[config.mk]
export PLATFORM = sky130hd
export DESIGN_NAME = mfp_packer
export DESIGN_NICKNAME = d
export VERILOG_FILES = /design/src/common/mfp_pkg.sv /design/src/verilog/mfp_packer.sv
export SDC_FILE = /design/constraint.sdc
export NUM_CORES = 2
export LEC_CHECK = 0
export ABC_CLOCK_PERIOD_IN_PS = 20200
export BUFFER_PORTS_ARGS = -buffer_cell sky130_fd_sc_hd__clkbuf_2
export CAP_MARGIN = 10
export CORE_MARGIN = 2
export CORE_UTILIZATION = 60
export CTS_BUF_LIST = sky130_fd_sc_hd__clkbuf_8
export CTS_CLUSTER_SIZE = 8
export DETAILED_ROUTE_END_ITERATION = 8
export PLACE_DENSITY = 0.78
export SLEW_MARGIN = 40
export SYNTH_ARGS = -nofsm -noshare
export SYNTH_HDL_FRONTEND = slang
export SYNTH_SLANG_ARGS = --single-unit
[constraint.sdc]
create_clock -name clk_i -period 20.2 [get_ports clk_i]
set_clock_uncertainty 0.1 [all_clocks]
set_input_delay 2.02 -clock clk_i [delete_from_list [all_inputs] [get_ports clk_i]]
set_output_delay 2.02 -clock clk_i [all_outputs]
set_load 0.02 [all_outputs]
[src/common/mfp_pkg.sv]
// Package of the measurement frame packer: field layouts, header words and carriers.
// Assumes one clock domain; shared by the packer and its test bench.
package mfp_pkg;

    // ****************************************
    // Word and header layout
    // ****************************************
    localparam int          WORD_W        = 32;
    localparam int          BYTE_W        = 8;
    localparam int          BYTES_PER_W   = WORD_W / BYTE_W;
    localparam logic [31:0] HDR_PREAMBLE  = 32'h41544144;
    localparam logic [31:0] HDR_FFT_LEN   = 32'h0000_0000;
    localparam logic [3:0]  HDR_WORDS     = 4'h7;
    localparam logic [3:0]  HDR_IDX_PRE   = 4'h0;
    localparam logic [3:0]  HDR_IDX_ORDER = 4'h1;
    localparam logic [3:0]  HDR_IDX_SER   = 4'h2;
    localparam logic [3:0]  HDR_IDX_FFT   = 4'h3;
    localparam logic [3:0]  HDR_IDX_LEN   = 4'h4;
    localparam logic [3:0]  HDR_IDX_FRMS  = 4'h5;
    localparam logic [3:0]  HDR_IDX_CNT   = 4'h6;

    // ****************************************
    // Frame field order, one select bit each
    // ****************************************
    localparam int          NUM_FIELDS    = 9;
    localparam logic [3:0]  F_MAG         = 4'h0;
    localparam logic [3:0]  F_EXPO        = 4'h1;
    localparam logic [3:0]  F_ENC1        = 4'h2;
    localparam logic [3:0]  F_ENC2        = 4'h3;
    localparam logic [3:0]  F_DISP        = 4'h4;
    localparam logic [3:0]  F_RATE        = 4'h5;
    localparam logic [3:0]  F_TSTAMP      = 4'h6;
    localparam logic [3:0]  F_COUNT       = 4'h7;
    localparam logic [3:0]  F_STATE       = 4'h8;
    localparam logic [3:0]  F_LAST        = 4'h8;

    // ****************************************
    // Signal quality word layout
    // ****************************************
    localparam int          QP_W          = 11;
    localparam int          QM_W          = 14;
    localparam int          QRSV_LO_W     = 5;
    localparam int          QRSV_HI_W     = 2;

    // Output buffer depth.
    localparam int          BUF_DEPTH     = 2;

    // One sample of all measurement values.
    typedef struct packed {
        logic        [31:0]     magnitude_spectrum_field;
        logic        [31:0]     exposure_time_field;   // 100 ns per count.
        logic        [31:0]     first_encoder_field;
        logic        [31:0]     second_encoder_field;
        logic signed [31:0]     displacement_field;    // 10 pm per count.
        logic        [QP_W-1:0] peak_quality;          // 2048 is 100 percent.
        logic        [QM_W-1:0] peak_maximum;
        logic        [31:0]     sample_rate_field;
        logic        [31:0]     time_stamp;            // 1 us per count.
        logic        [31:0]     value_counter;
        logic        [31:0]     state_word;
    } mfp_sample_type;

    // Output selection: one bit per field plus the quality word.
    typedef struct packed {
        logic [NUM_FIELDS-1:0] fields;
        logic                  quality;
    } mfp_select_type;

    // One buffered word with its packet start marker.
    typedef struct packed {
        logic              sop;
        logic [WORD_W-1:0] data;
    } mfp_word_type;

endpackage : mfp_pkg

[src/verilog/mfp_packer.sv]
// Measurement frame packer: builds header and value frames and streams them as bytes.
// Assumes synchronous sample and select inputs and a byte sink with ready back-pressure.
`timescale 1ns/1ps
`default_nettype none

module mfp_packer
    import mfp_pkg::*;
#(
    parameter int          DEPTH            = BUF_DEPTH,
    parameter logic [31:0] FRAMES_PER_BLOCK = 32'h0000_0010,
    parameter logic [31:0] ORDER_NUMBER     = 32'h0000_0001, // Arbitrary value.
    parameter logic [31:0] SERIAL_NUMBER    = 32'h0000_0002  // Arbitrary value.
) (
    input  wire logic           clk_i,
    input  wire logic           rst_i,
    input  wire mfp_sample_type sample_i,
    input  wire logic           sample_valid_i,
    output var  logic           sample_ready_o,
    input  wire mfp_select_type select_i,
    output var  logic [7:0]     byte_o,
    output var  logic           byte_sop_o,
    output var  logic           byte_valid_o,
    input  wire logic           byte_ready_i
);

    localparam int PW = (DEPTH > 1) ? $clog2(DEPTH) : 1;
    localparam int CW = $clog2(DEPTH + 1);

    typedef enum logic [1:0] {
        ST_IDLE,
        ST_HDR,
        ST_FRM
    } mfp_state_type;

    // ****************************************
    // Producer state
    // ****************************************
    mfp_state_type  state_reg,    state_next;
    logic [3:0]     idx_reg,      idx_next;
    logic           qph_reg,      qph_next;
    mfp_sample_type snap_reg,     snap_next;
    mfp_select_type sel_reg,      sel_next;
    mfp_select_type lsel_reg,     lsel_next;
    logic [31:0]    lrate_reg,    lrate_next;
    logic           hdr_ok_reg,   hdr_ok_next;
    logic [31:0]    blk_reg,      blk_next;
    logic [31:0]    proc_reg,     proc_next;
    logic           rdy_reg,      rdy_next;
    logic           prod_valid;
    mfp_word_type   prod_word;
    logic           push;
    logic           adv;
    logic           need_hdr;
    logic [31:0]    frame_bytes;
    logic [31:0]    qual_word;

    // ****************************************
    // Buffer and serializer state
    // ****************************************
    mfp_word_type   mem_reg [DEPTH];
    logic [PW-1:0]  wp_reg,       wp_next;
    logic [PW-1:0]  rp_reg,       rp_next;
    logic [CW-1:0]  cnt_reg,      cnt_next;
    logic           pop;
    logic           buf_ready;
    logic           buf_valid;
    logic [31:0]    ser_reg,      ser_next;
    logic [2:0]     left_reg,     left_next;
    logic           ssop_reg,     ssop_next;
    logic [7:0]     byte_reg,     byte_next;
    logic           bsop_reg,     bsop_next;
    logic           bval_reg,     bval_next;

    // Picks the word of one frame field from the captured sample.
    function automatic logic [31:0] field_word(input logic [3:0] f, input mfp_sample_type s);
        logic [31:0] w;
        w = 32'h0000_0000;
        case (f)
            F_MAG:    w = s.magnitude_spectrum_field;
            F_EXPO:   w = s.exposure_time_field;
            F_ENC1:   w = s.first_encoder_field;
            F_ENC2:   w = s.second_encoder_field;
            F_DISP:   w = s.displacement_field;
            F_RATE:   w = s.sample_rate_field;
            F_TSTAMP: w = s.time_stamp;
            F_COUNT:  w = s.value_counter;
            F_STATE:  w = s.state_word;
            default:  w = 32'h0000_0000;
        endcase
        return w;
    endfunction : field_word

    // Quality word with reserved bits forced low.
    assign qual_word = {{QRSV_HI_W{1'b0}}, snap_reg.peak_maximum,
                        {QRSV_LO_W{1'b0}}, snap_reg.peak_quality};

    // Bytes in one frame, counting the quality word when sent.
    always_comb begin
        frame_bytes = 32'h0000_0000;
        for (int i = 0; i < NUM_FIELDS; i++) begin
            if (sel_reg.fields[i]) begin
                frame_bytes = frame_bytes + 32'(BYTES_PER_W);
            end
        end
        if (sel_reg.fields[F_DISP] && sel_reg.quality) begin
            frame_bytes = frame_bytes + 32'(BYTES_PER_W);
        end
    end

    // A new header is due at start, on a change, or when a block is full.
    assign need_hdr = !hdr_ok_reg || (select_i != lsel_reg)
                      || (sample_i.sample_rate_field != lrate_reg)
                      || (blk_reg >= FRAMES_PER_BLOCK);

    assign push = prod_valid && buf_ready;

    // ****************************************
    // Frame producer
    // ****************************************

    // Walks header words and selected fields, one word per accepted push.
    always_comb begin
        state_next  = state_reg;
        idx_next    = idx_reg;
        qph_next    = qph_reg;
        snap_next   = snap_reg;
        sel_next    = sel_reg;
        lsel_next   = lsel_reg;
        lrate_next  = lrate_reg;
        hdr_ok_next = hdr_ok_reg;
        blk_next    = blk_reg;
        proc_next   = proc_reg;
        prod_valid  = 1'b0;
        prod_word   = '0;
        adv         = 1'b0;
        case (state_reg)
            ST_IDLE: begin
                if (sample_valid_i && rdy_reg) begin
                    snap_next = sample_i;
                    sel_next  = select_i;
                    proc_next = proc_reg + 32'h0000_0001;
                    idx_next  = 4'h0;
                    qph_next  = 1'b0;
                    if (need_hdr) begin
                        state_next  = ST_HDR;
                        lsel_next   = select_i;
                        lrate_next  = sample_i.sample_rate_field;
                        hdr_ok_next = 1'b1;
                        blk_next    = 32'h0000_0000;
                    end else begin
                        state_next = ST_FRM;
                    end
                end
            end
            ST_HDR: begin
                prod_valid    = 1'b1;
                prod_word.sop = (idx_reg == HDR_IDX_PRE);
                case (idx_reg)
                    HDR_IDX_PRE:   prod_word.data = HDR_PREAMBLE;
                    HDR_IDX_ORDER: prod_word.data = ORDER_NUMBER;
                    HDR_IDX_SER:   prod_word.data = SERIAL_NUMBER;
                    HDR_IDX_FFT:   prod_word.data = HDR_FFT_LEN;
                    HDR_IDX_LEN:   prod_word.data = 32'(frame_bytes * FRAMES_PER_BLOCK);
                    HDR_IDX_FRMS:  prod_word.data = FRAMES_PER_BLOCK;
                    HDR_IDX_CNT:   prod_word.data = proc_reg;
                    default:       prod_word.data = 32'h0000_0000;
                endcase
                if (push) begin
                    if (idx_reg == HDR_WORDS - 4'h1) begin
                        state_next = ST_FRM;
                        idx_next   = 4'h0;
                    end else begin
                        idx_next = idx_reg + 4'h1;
                    end
                end
            end
            ST_FRM: begin
                if (!sel_reg.fields[idx_reg]) begin
                    adv = 1'b1;
                end else if (idx_reg == F_DISP && sel_reg.quality && !qph_reg) begin
                    prod_valid     = 1'b1;
                    prod_word.data = qual_word;
                    if (push) begin
                        qph_next = 1'b1;
                    end
                end else begin
                    prod_valid     = 1'b1;
                    prod_word.data = field_word(idx_reg, snap_reg);
                    adv            = push;
                end
                if (adv) begin
                    qph_next = 1'b0;
                    if (idx_reg == F_LAST) begin
                        state_next = ST_IDLE;
                        blk_next   = blk_reg + 32'h0000_0001;
                    end else begin
                        idx_next = idx_reg + 4'h1;
                    end
                end
            end
            default: begin
                state_next = ST_IDLE;
            end
        endcase
        rdy_next = (state_next == ST_IDLE);
    end

    // Registers the producer state.
    always_ff @(posedge clk_i or posedge rst_i) begin
        if (rst_i) begin
            state_reg  <= ST_IDLE;
            idx_reg    <= 4'h0;
            qph_reg    <= 1'b0;
            snap_reg   <= '0;
            sel_reg    <= '0;
            lsel_reg   <= '0;
            lrate_reg  <= 32'h0000_0000;
            hdr_ok_reg <= 1'b0;
            blk_reg    <= 32'h0000_0000;
            proc_reg   <= 32'h0000_0000;
            rdy_reg    <= 1'b0;
        end else begin
            state_reg  <= state_next;
            idx_reg    <= idx_next;
            qph_reg    <= qph_next;
            snap_reg   <= snap_next;
            sel_reg    <= sel_next;
            lsel_reg   <= lsel_next;
            lrate_reg  <= lrate_next;
            hdr_ok_reg <= hdr_ok_next;
            blk_reg    <= blk_next;
            proc_reg   <= proc_next;
            rdy_reg    <= rdy_next;
        end
    end

    // ****************************************
    // Word buffer
    // ****************************************

    assign buf_ready = (cnt_reg != CW'(DEPTH));
    assign buf_valid = (cnt_reg != '0);

    // Moves the pointers and the fill count.
    always_comb begin
        wp_next  = push ? PW'((wp_reg + 1'b1) % DEPTH) : wp_reg;
        rp_next  = pop ? PW'((rp_reg + 1'b1) % DEPTH) : rp_reg;
        cnt_next = cnt_reg + CW'(push) - CW'(pop);
    end

    always_ff @(posedge clk_i or posedge rst_i) begin
        if (rst_i) begin
            wp_reg  <= '0;
            rp_reg  <= '0;
            cnt_reg <= '0;
        end else begin
            wp_reg  <= wp_next;
            rp_reg  <= rp_next;
            cnt_reg <= cnt_next;
        end
    end

    // One storage entry per slot, written when the write pointer selects it.
    for (genvar e = 0; e < DEPTH; e++) begin : g_entry
        mfp_word_type ent_next;

        always_comb begin
            ent_next = (push && wp_reg == PW'(e)) ? prod_word : mem_reg[e];
        end

        always_ff @(posedge clk_i or posedge rst_i) begin
            if (rst_i) begin
                mem_reg[e] <= '0;
            end else begin
                mem_reg[e] <= ent_next;
            end
        end
    end

    // ****************************************
    // Byte serializer
    // ****************************************

    assign pop = buf_valid && (left_reg == 3'h0);

    // Loads a word when empty and sends it low byte first.
    always_comb begin
        ser_next  = ser_reg;
        left_next = left_reg;
        ssop_next = ssop_reg;
        byte_next = byte_reg;
        bsop_next = bsop_reg;
        bval_next = bval_reg;
        if (pop) begin
            ser_next  = mem_reg[rp_reg].data;
            ssop_next = mem_reg[rp_reg].sop;
            left_next = 3'(BYTES_PER_W);
            bval_next = bval_reg && !byte_ready_i;  // A byte taken at this edge must not repeat.
        end else if (!bval_reg || byte_ready_i) begin
            if (left_reg != 3'h0) begin
                byte_next = ser_reg[7:0];
                bsop_next = ssop_reg && (left_reg == 3'(BYTES_PER_W));
                bval_next = 1'b1;
                ser_next  = {8'h00, ser_reg[31:8]};
                left_next = left_reg - 3'h1;
            end else begin
                bval_next = 1'b0;
            end
        end
    end

    always_ff @(posedge clk_i or posedge rst_i) begin
        if (rst_i) begin
            ser_reg  <= 32'h0000_0000;
            left_reg <= 3'h0;
            ssop_reg <= 1'b0;
            byte_reg <= 8'h00;
            bsop_reg <= 1'b0;
            bval_reg <= 1'b0;
        end else begin
            ser_reg  <= ser_next;
            left_reg <= left_next;
            ssop_reg <= ssop_next;
            byte_reg <= byte_next;
            bsop_reg <= bsop_next;
            bval_reg <= bval_next;
        end
    end

    // Outputs straight from flip-flops.
    assign sample_ready_o = rdy_reg;
    assign byte_o         = byte_reg;
    assign byte_sop_o     = bsop_reg;
    assign byte_valid_o   = bval_reg;

endmodule : mfp_packer

`default_nettype wire
==> run_results.csv <==
group,metric,value,unit
timing,finalHoldViolCount,0,
detailed_routing,dr.pass1.iters,6,
timing,post-route-period-util,28.6,%
yosys,synth_top_area_share,53.8,%
floorplanning,die_x,211,um
setup_path,startpoint_type,"flop",
placed_design,dp_cells,3608,
yosys,syn_inst,2863,
hold_path,hold_depth,1,
clock_tree,clkLatencyLatePin,0.68,ns
floorplanning,num_rows,75,
timing,rsz0062_at_grt,"false",
setup_path,rr_worst_depth,23,
timing,max_slew.worst_pin.slew,0.976,ns
hold_path,worstHoldEndpoint,"hdr_ok_reg",
clock_tree,cts_setup_buffers,0,
yosys,synth_area_leaders,"dfrtp_1 (54%), nand2_1 (18%), xnor2_1 (2.4%), clkbuf_1 (2.2%), mux2i_1 (2.1%)",
placed_design,dp_hpwl,55100,um
clock_tree,cts_sinks,554,
detailed_routing,vias,22525,
finish,final_layout_size_suffix_gt1_share,17.6,%
yosys,avgSynthCellArea,9.00,um2
floorplanning,start_util,61.2,%
clock_tree,ctsResizeCount,0,
timing,setup_viol,0,
job,maxCapViolCount,0,
global_route,grtUsageTotal,35.7,%
yosys,synth_seq_cells,554,
finish,largest_register_ffs,288,
timing,fin_crit,5.77,ns
placed_design,pre_cts_ws,14.52,ns
setup_path,cpPeakStageDelay,0.48,ns
detailed_routing,via_per_inst,5.97,
setup_path,critPathCaptureType,"flop",
setup_path,slowest_stage,"ha_1",
finish,area_growth,15.5,%
yosys,ys_types,71,
finish,final_cells,3773,
floorplanning,core_area,0.0421,mm2
detailed_routing,drtAntennaViolNets,0,
yosys,synth_top_cell_by_area,"dfrtp_1",
yosys,synth_ff_type,"dfrtp_1",
setup_path,worstPathRequired,20.64,ns
clock_tree,cts_tree,"yes",
floorplanning,die-height,211,um
pwr,leakagePower,15.3,nW
timing,fmax,0.173,GHz
placed_design,gp_congestion,0.937,
yosys,ys_async_sr_fraction,100,%
run_status,status,"finished, final reports clean",
setup_path,r2r_end,"mem_reg[7]",
pwr,power_density,145,mW/mm2
setup_path,critPathMostFrequentCell,"ha_1",
global_route,grt_max_degree,137,
clock_tree,cts_root_buf,"clkbuf_8",
yosys,ys_top_cells_by_count,"nand2_1 (1207), dfrtp_1 (554), clkbuf_1 (149), nor2_1 (101), o21ai_0 (72)",
floorplanning,io_pins,338,
finish,nets,3515,
hold_path,worstHoldStart,"hdr_ok_reg",
detailed_routing,drt_iter0_drc,2725,
global_route,grt_overflow,0,
yosys,synth_most_common_cell,"nand2_1",
detailed_routing,wire_per_inst,21.0,um
yosys,ys_warn_count,0,
timing,slew_violations,0,
detailed_routing,routed_wl,79400,um
yosys,synth_fp_nets,3215,
setup_path,regToRegSetupSlack,14.43,ns
setup_path,crit_path_max_fanout,8,
yosys,ys_seq_area_share,53.8,%
setup_path,path_cells,"inv_1 > ha_1 > xnor3_2 > inv_2 > ha_1 > nand2_1 > nand3_1 > ha_1 > nand2b_1 > nor2b_1 > ha_1 > mux2i_1 > a41oi_1 > ha_1 > mux2_2 > ha_1 > mux2_2 > ha_1 > nand2b_1 > o211ai_1 > a21oi_1 > a211oi_1 > o21ai_1",
timing,setup_slack,14.43,ns
clock_tree,cts_buffers,91,
setup_path,r2r_start,"sel_reg[1]",
finish,utilization,70.7,%
timing,tns,0,ns
placed_design,numPortBuffers,337,
floorplanning,die_area,0.0446,mm2
placed_design,place_area,0.0279,mm2
clock_tree,cts_buffer_depth,3,
detailed_routing,drcViolationCount,0,
finish,fin_area,0.0298,mm2
setup_path,arrival,6.21,ns
hold_path,min_path_type,"reg2reg",
yosys,syn_area,0.0258,mm2
clock_tree,ctsHtreeMaxLevel,3,
yosys,synth_edf_count,0,
timing,max-slew-margin-rel,34.9,%
global_route,antenna_found_initial,3,
setup_path,critPathKind,"reg2reg",
clock_tree,cts_hold_buf,0,
global_route,grt_pass1_vias,21780,
clock_tree,cts.clk_slew.worst_paths,0.07,ns
pwr,peakVddDrop,0.000102,V
global_route,grt_pass1_wl,121000,um
[power by group]
group	internal [mW]	switching (mW)
clock	0.519	0.457
combinational	0.590	0.973
sequential	1.49	0.286
total	2.60	1.72
[metal layers]
metal	up-vias	part of all wire, %	wire length [um]	global-route usage, %
met5	-	0.016	13	0
met4	2	5.0	3950	16.9
met3	226	9.4	7500	8.28
met2	1146	46	36400	54.3
met1	10993	40	31600	48.8
li1	10158	-	-	-
[layout make-up]
class / count / area [um2]
clock inverter: 48 / 240
antenna: 2 / 5.00
clock buffer: 114 / 1570
fill: 3219 / 12400
multi-input combinational: 2101 / 11200
tap: 539 / 674
timing repair buffer: 377 / 2100
sequential: 554 / 13900
inverter: 38 / 155
[layout by cell type, fill, tap and decap left out, types with 8 or more instances in the layout]
cell type,netlist,final
a21oi_1,35,33
a221o_1,28,28
a221oi_1,38,38
a222oi_1,22,22
a22o_1,9,9
a22oi_1,68,68
a31oi_1,10,10
and2_1,15,14
and3_1,15,13
buf_4,1,27
clkbuf_2,1,337
clkbuf_8,0,117
dfrtp_1,554,554
ha_1,25,25
inv_1,36,72
mux2_2,42,42
mux2i_1,53,53
nand2_1,1207,1207
nand3_1,56,55
nand4_1,27,27
nor2_1,101,99
nor2b_1,20,20
nor3_1,16,16
nor4_1,15,15
o21ai_0,72,72
o21ai_1,31,30
o31ai_1,8,8
or3_1,8,8
xnor2_1,70,70
xor2_1,38,38
[stage by stage]
step / hold slack, ns / power [mW]
after floorplan: 0.330 / 2.84
after global placement: 0.349 / 3.23
after detailed placement: 0.352 / 3.31
after CTS: 0.370 / 4.29
after global routing: 0.393 / 4.57
final: 0.373 / 4.32
[critical path, delay by kind of cell (launching register included)]
family	cells	cell delay (ns)
XOR/XNOR	1	0.38
multiplexers	3	0.64
AND/OR/NAND/NOR	5	0.70
buffers and inverters	2	0.18
flip-flops	1	0.40
AO/OA/AOI/OAI	5	1.01
adder cells (fa/ha/maj)	7	2.22
[how the worst max path moves through the flow]
stage                     from           to  slack (ns)  cells after the start
global placement    sel_reg[1]  mem_reg[40]       14.71                     23
CTS                 sel_reg[1]   mem_reg[7]       14.46                     23
floorplan                rst_i   blk_reg[0]        2.59                      1
detailed placement  sel_reg[2]  mem_reg[40]       14.52                     23
global route        sel_reg[1]  mem_reg[40]       14.17                     23
finish              sel_reg[1]   mem_reg[7]       14.43                     23
[logic make-up after synthesis]
kind of cell / Yosys count / synth area share (%)
simple gates: 1510 / 24.0
flops: 554 / 53.8
compound gates: 355 / 9.75
buf+inv: 208 / 3.09
xor+xnor: 112 / 4.00
mux: 99 / 4.20
fa+ha+maj: 25 / 1.21
(Power assumes the default switching activity.)
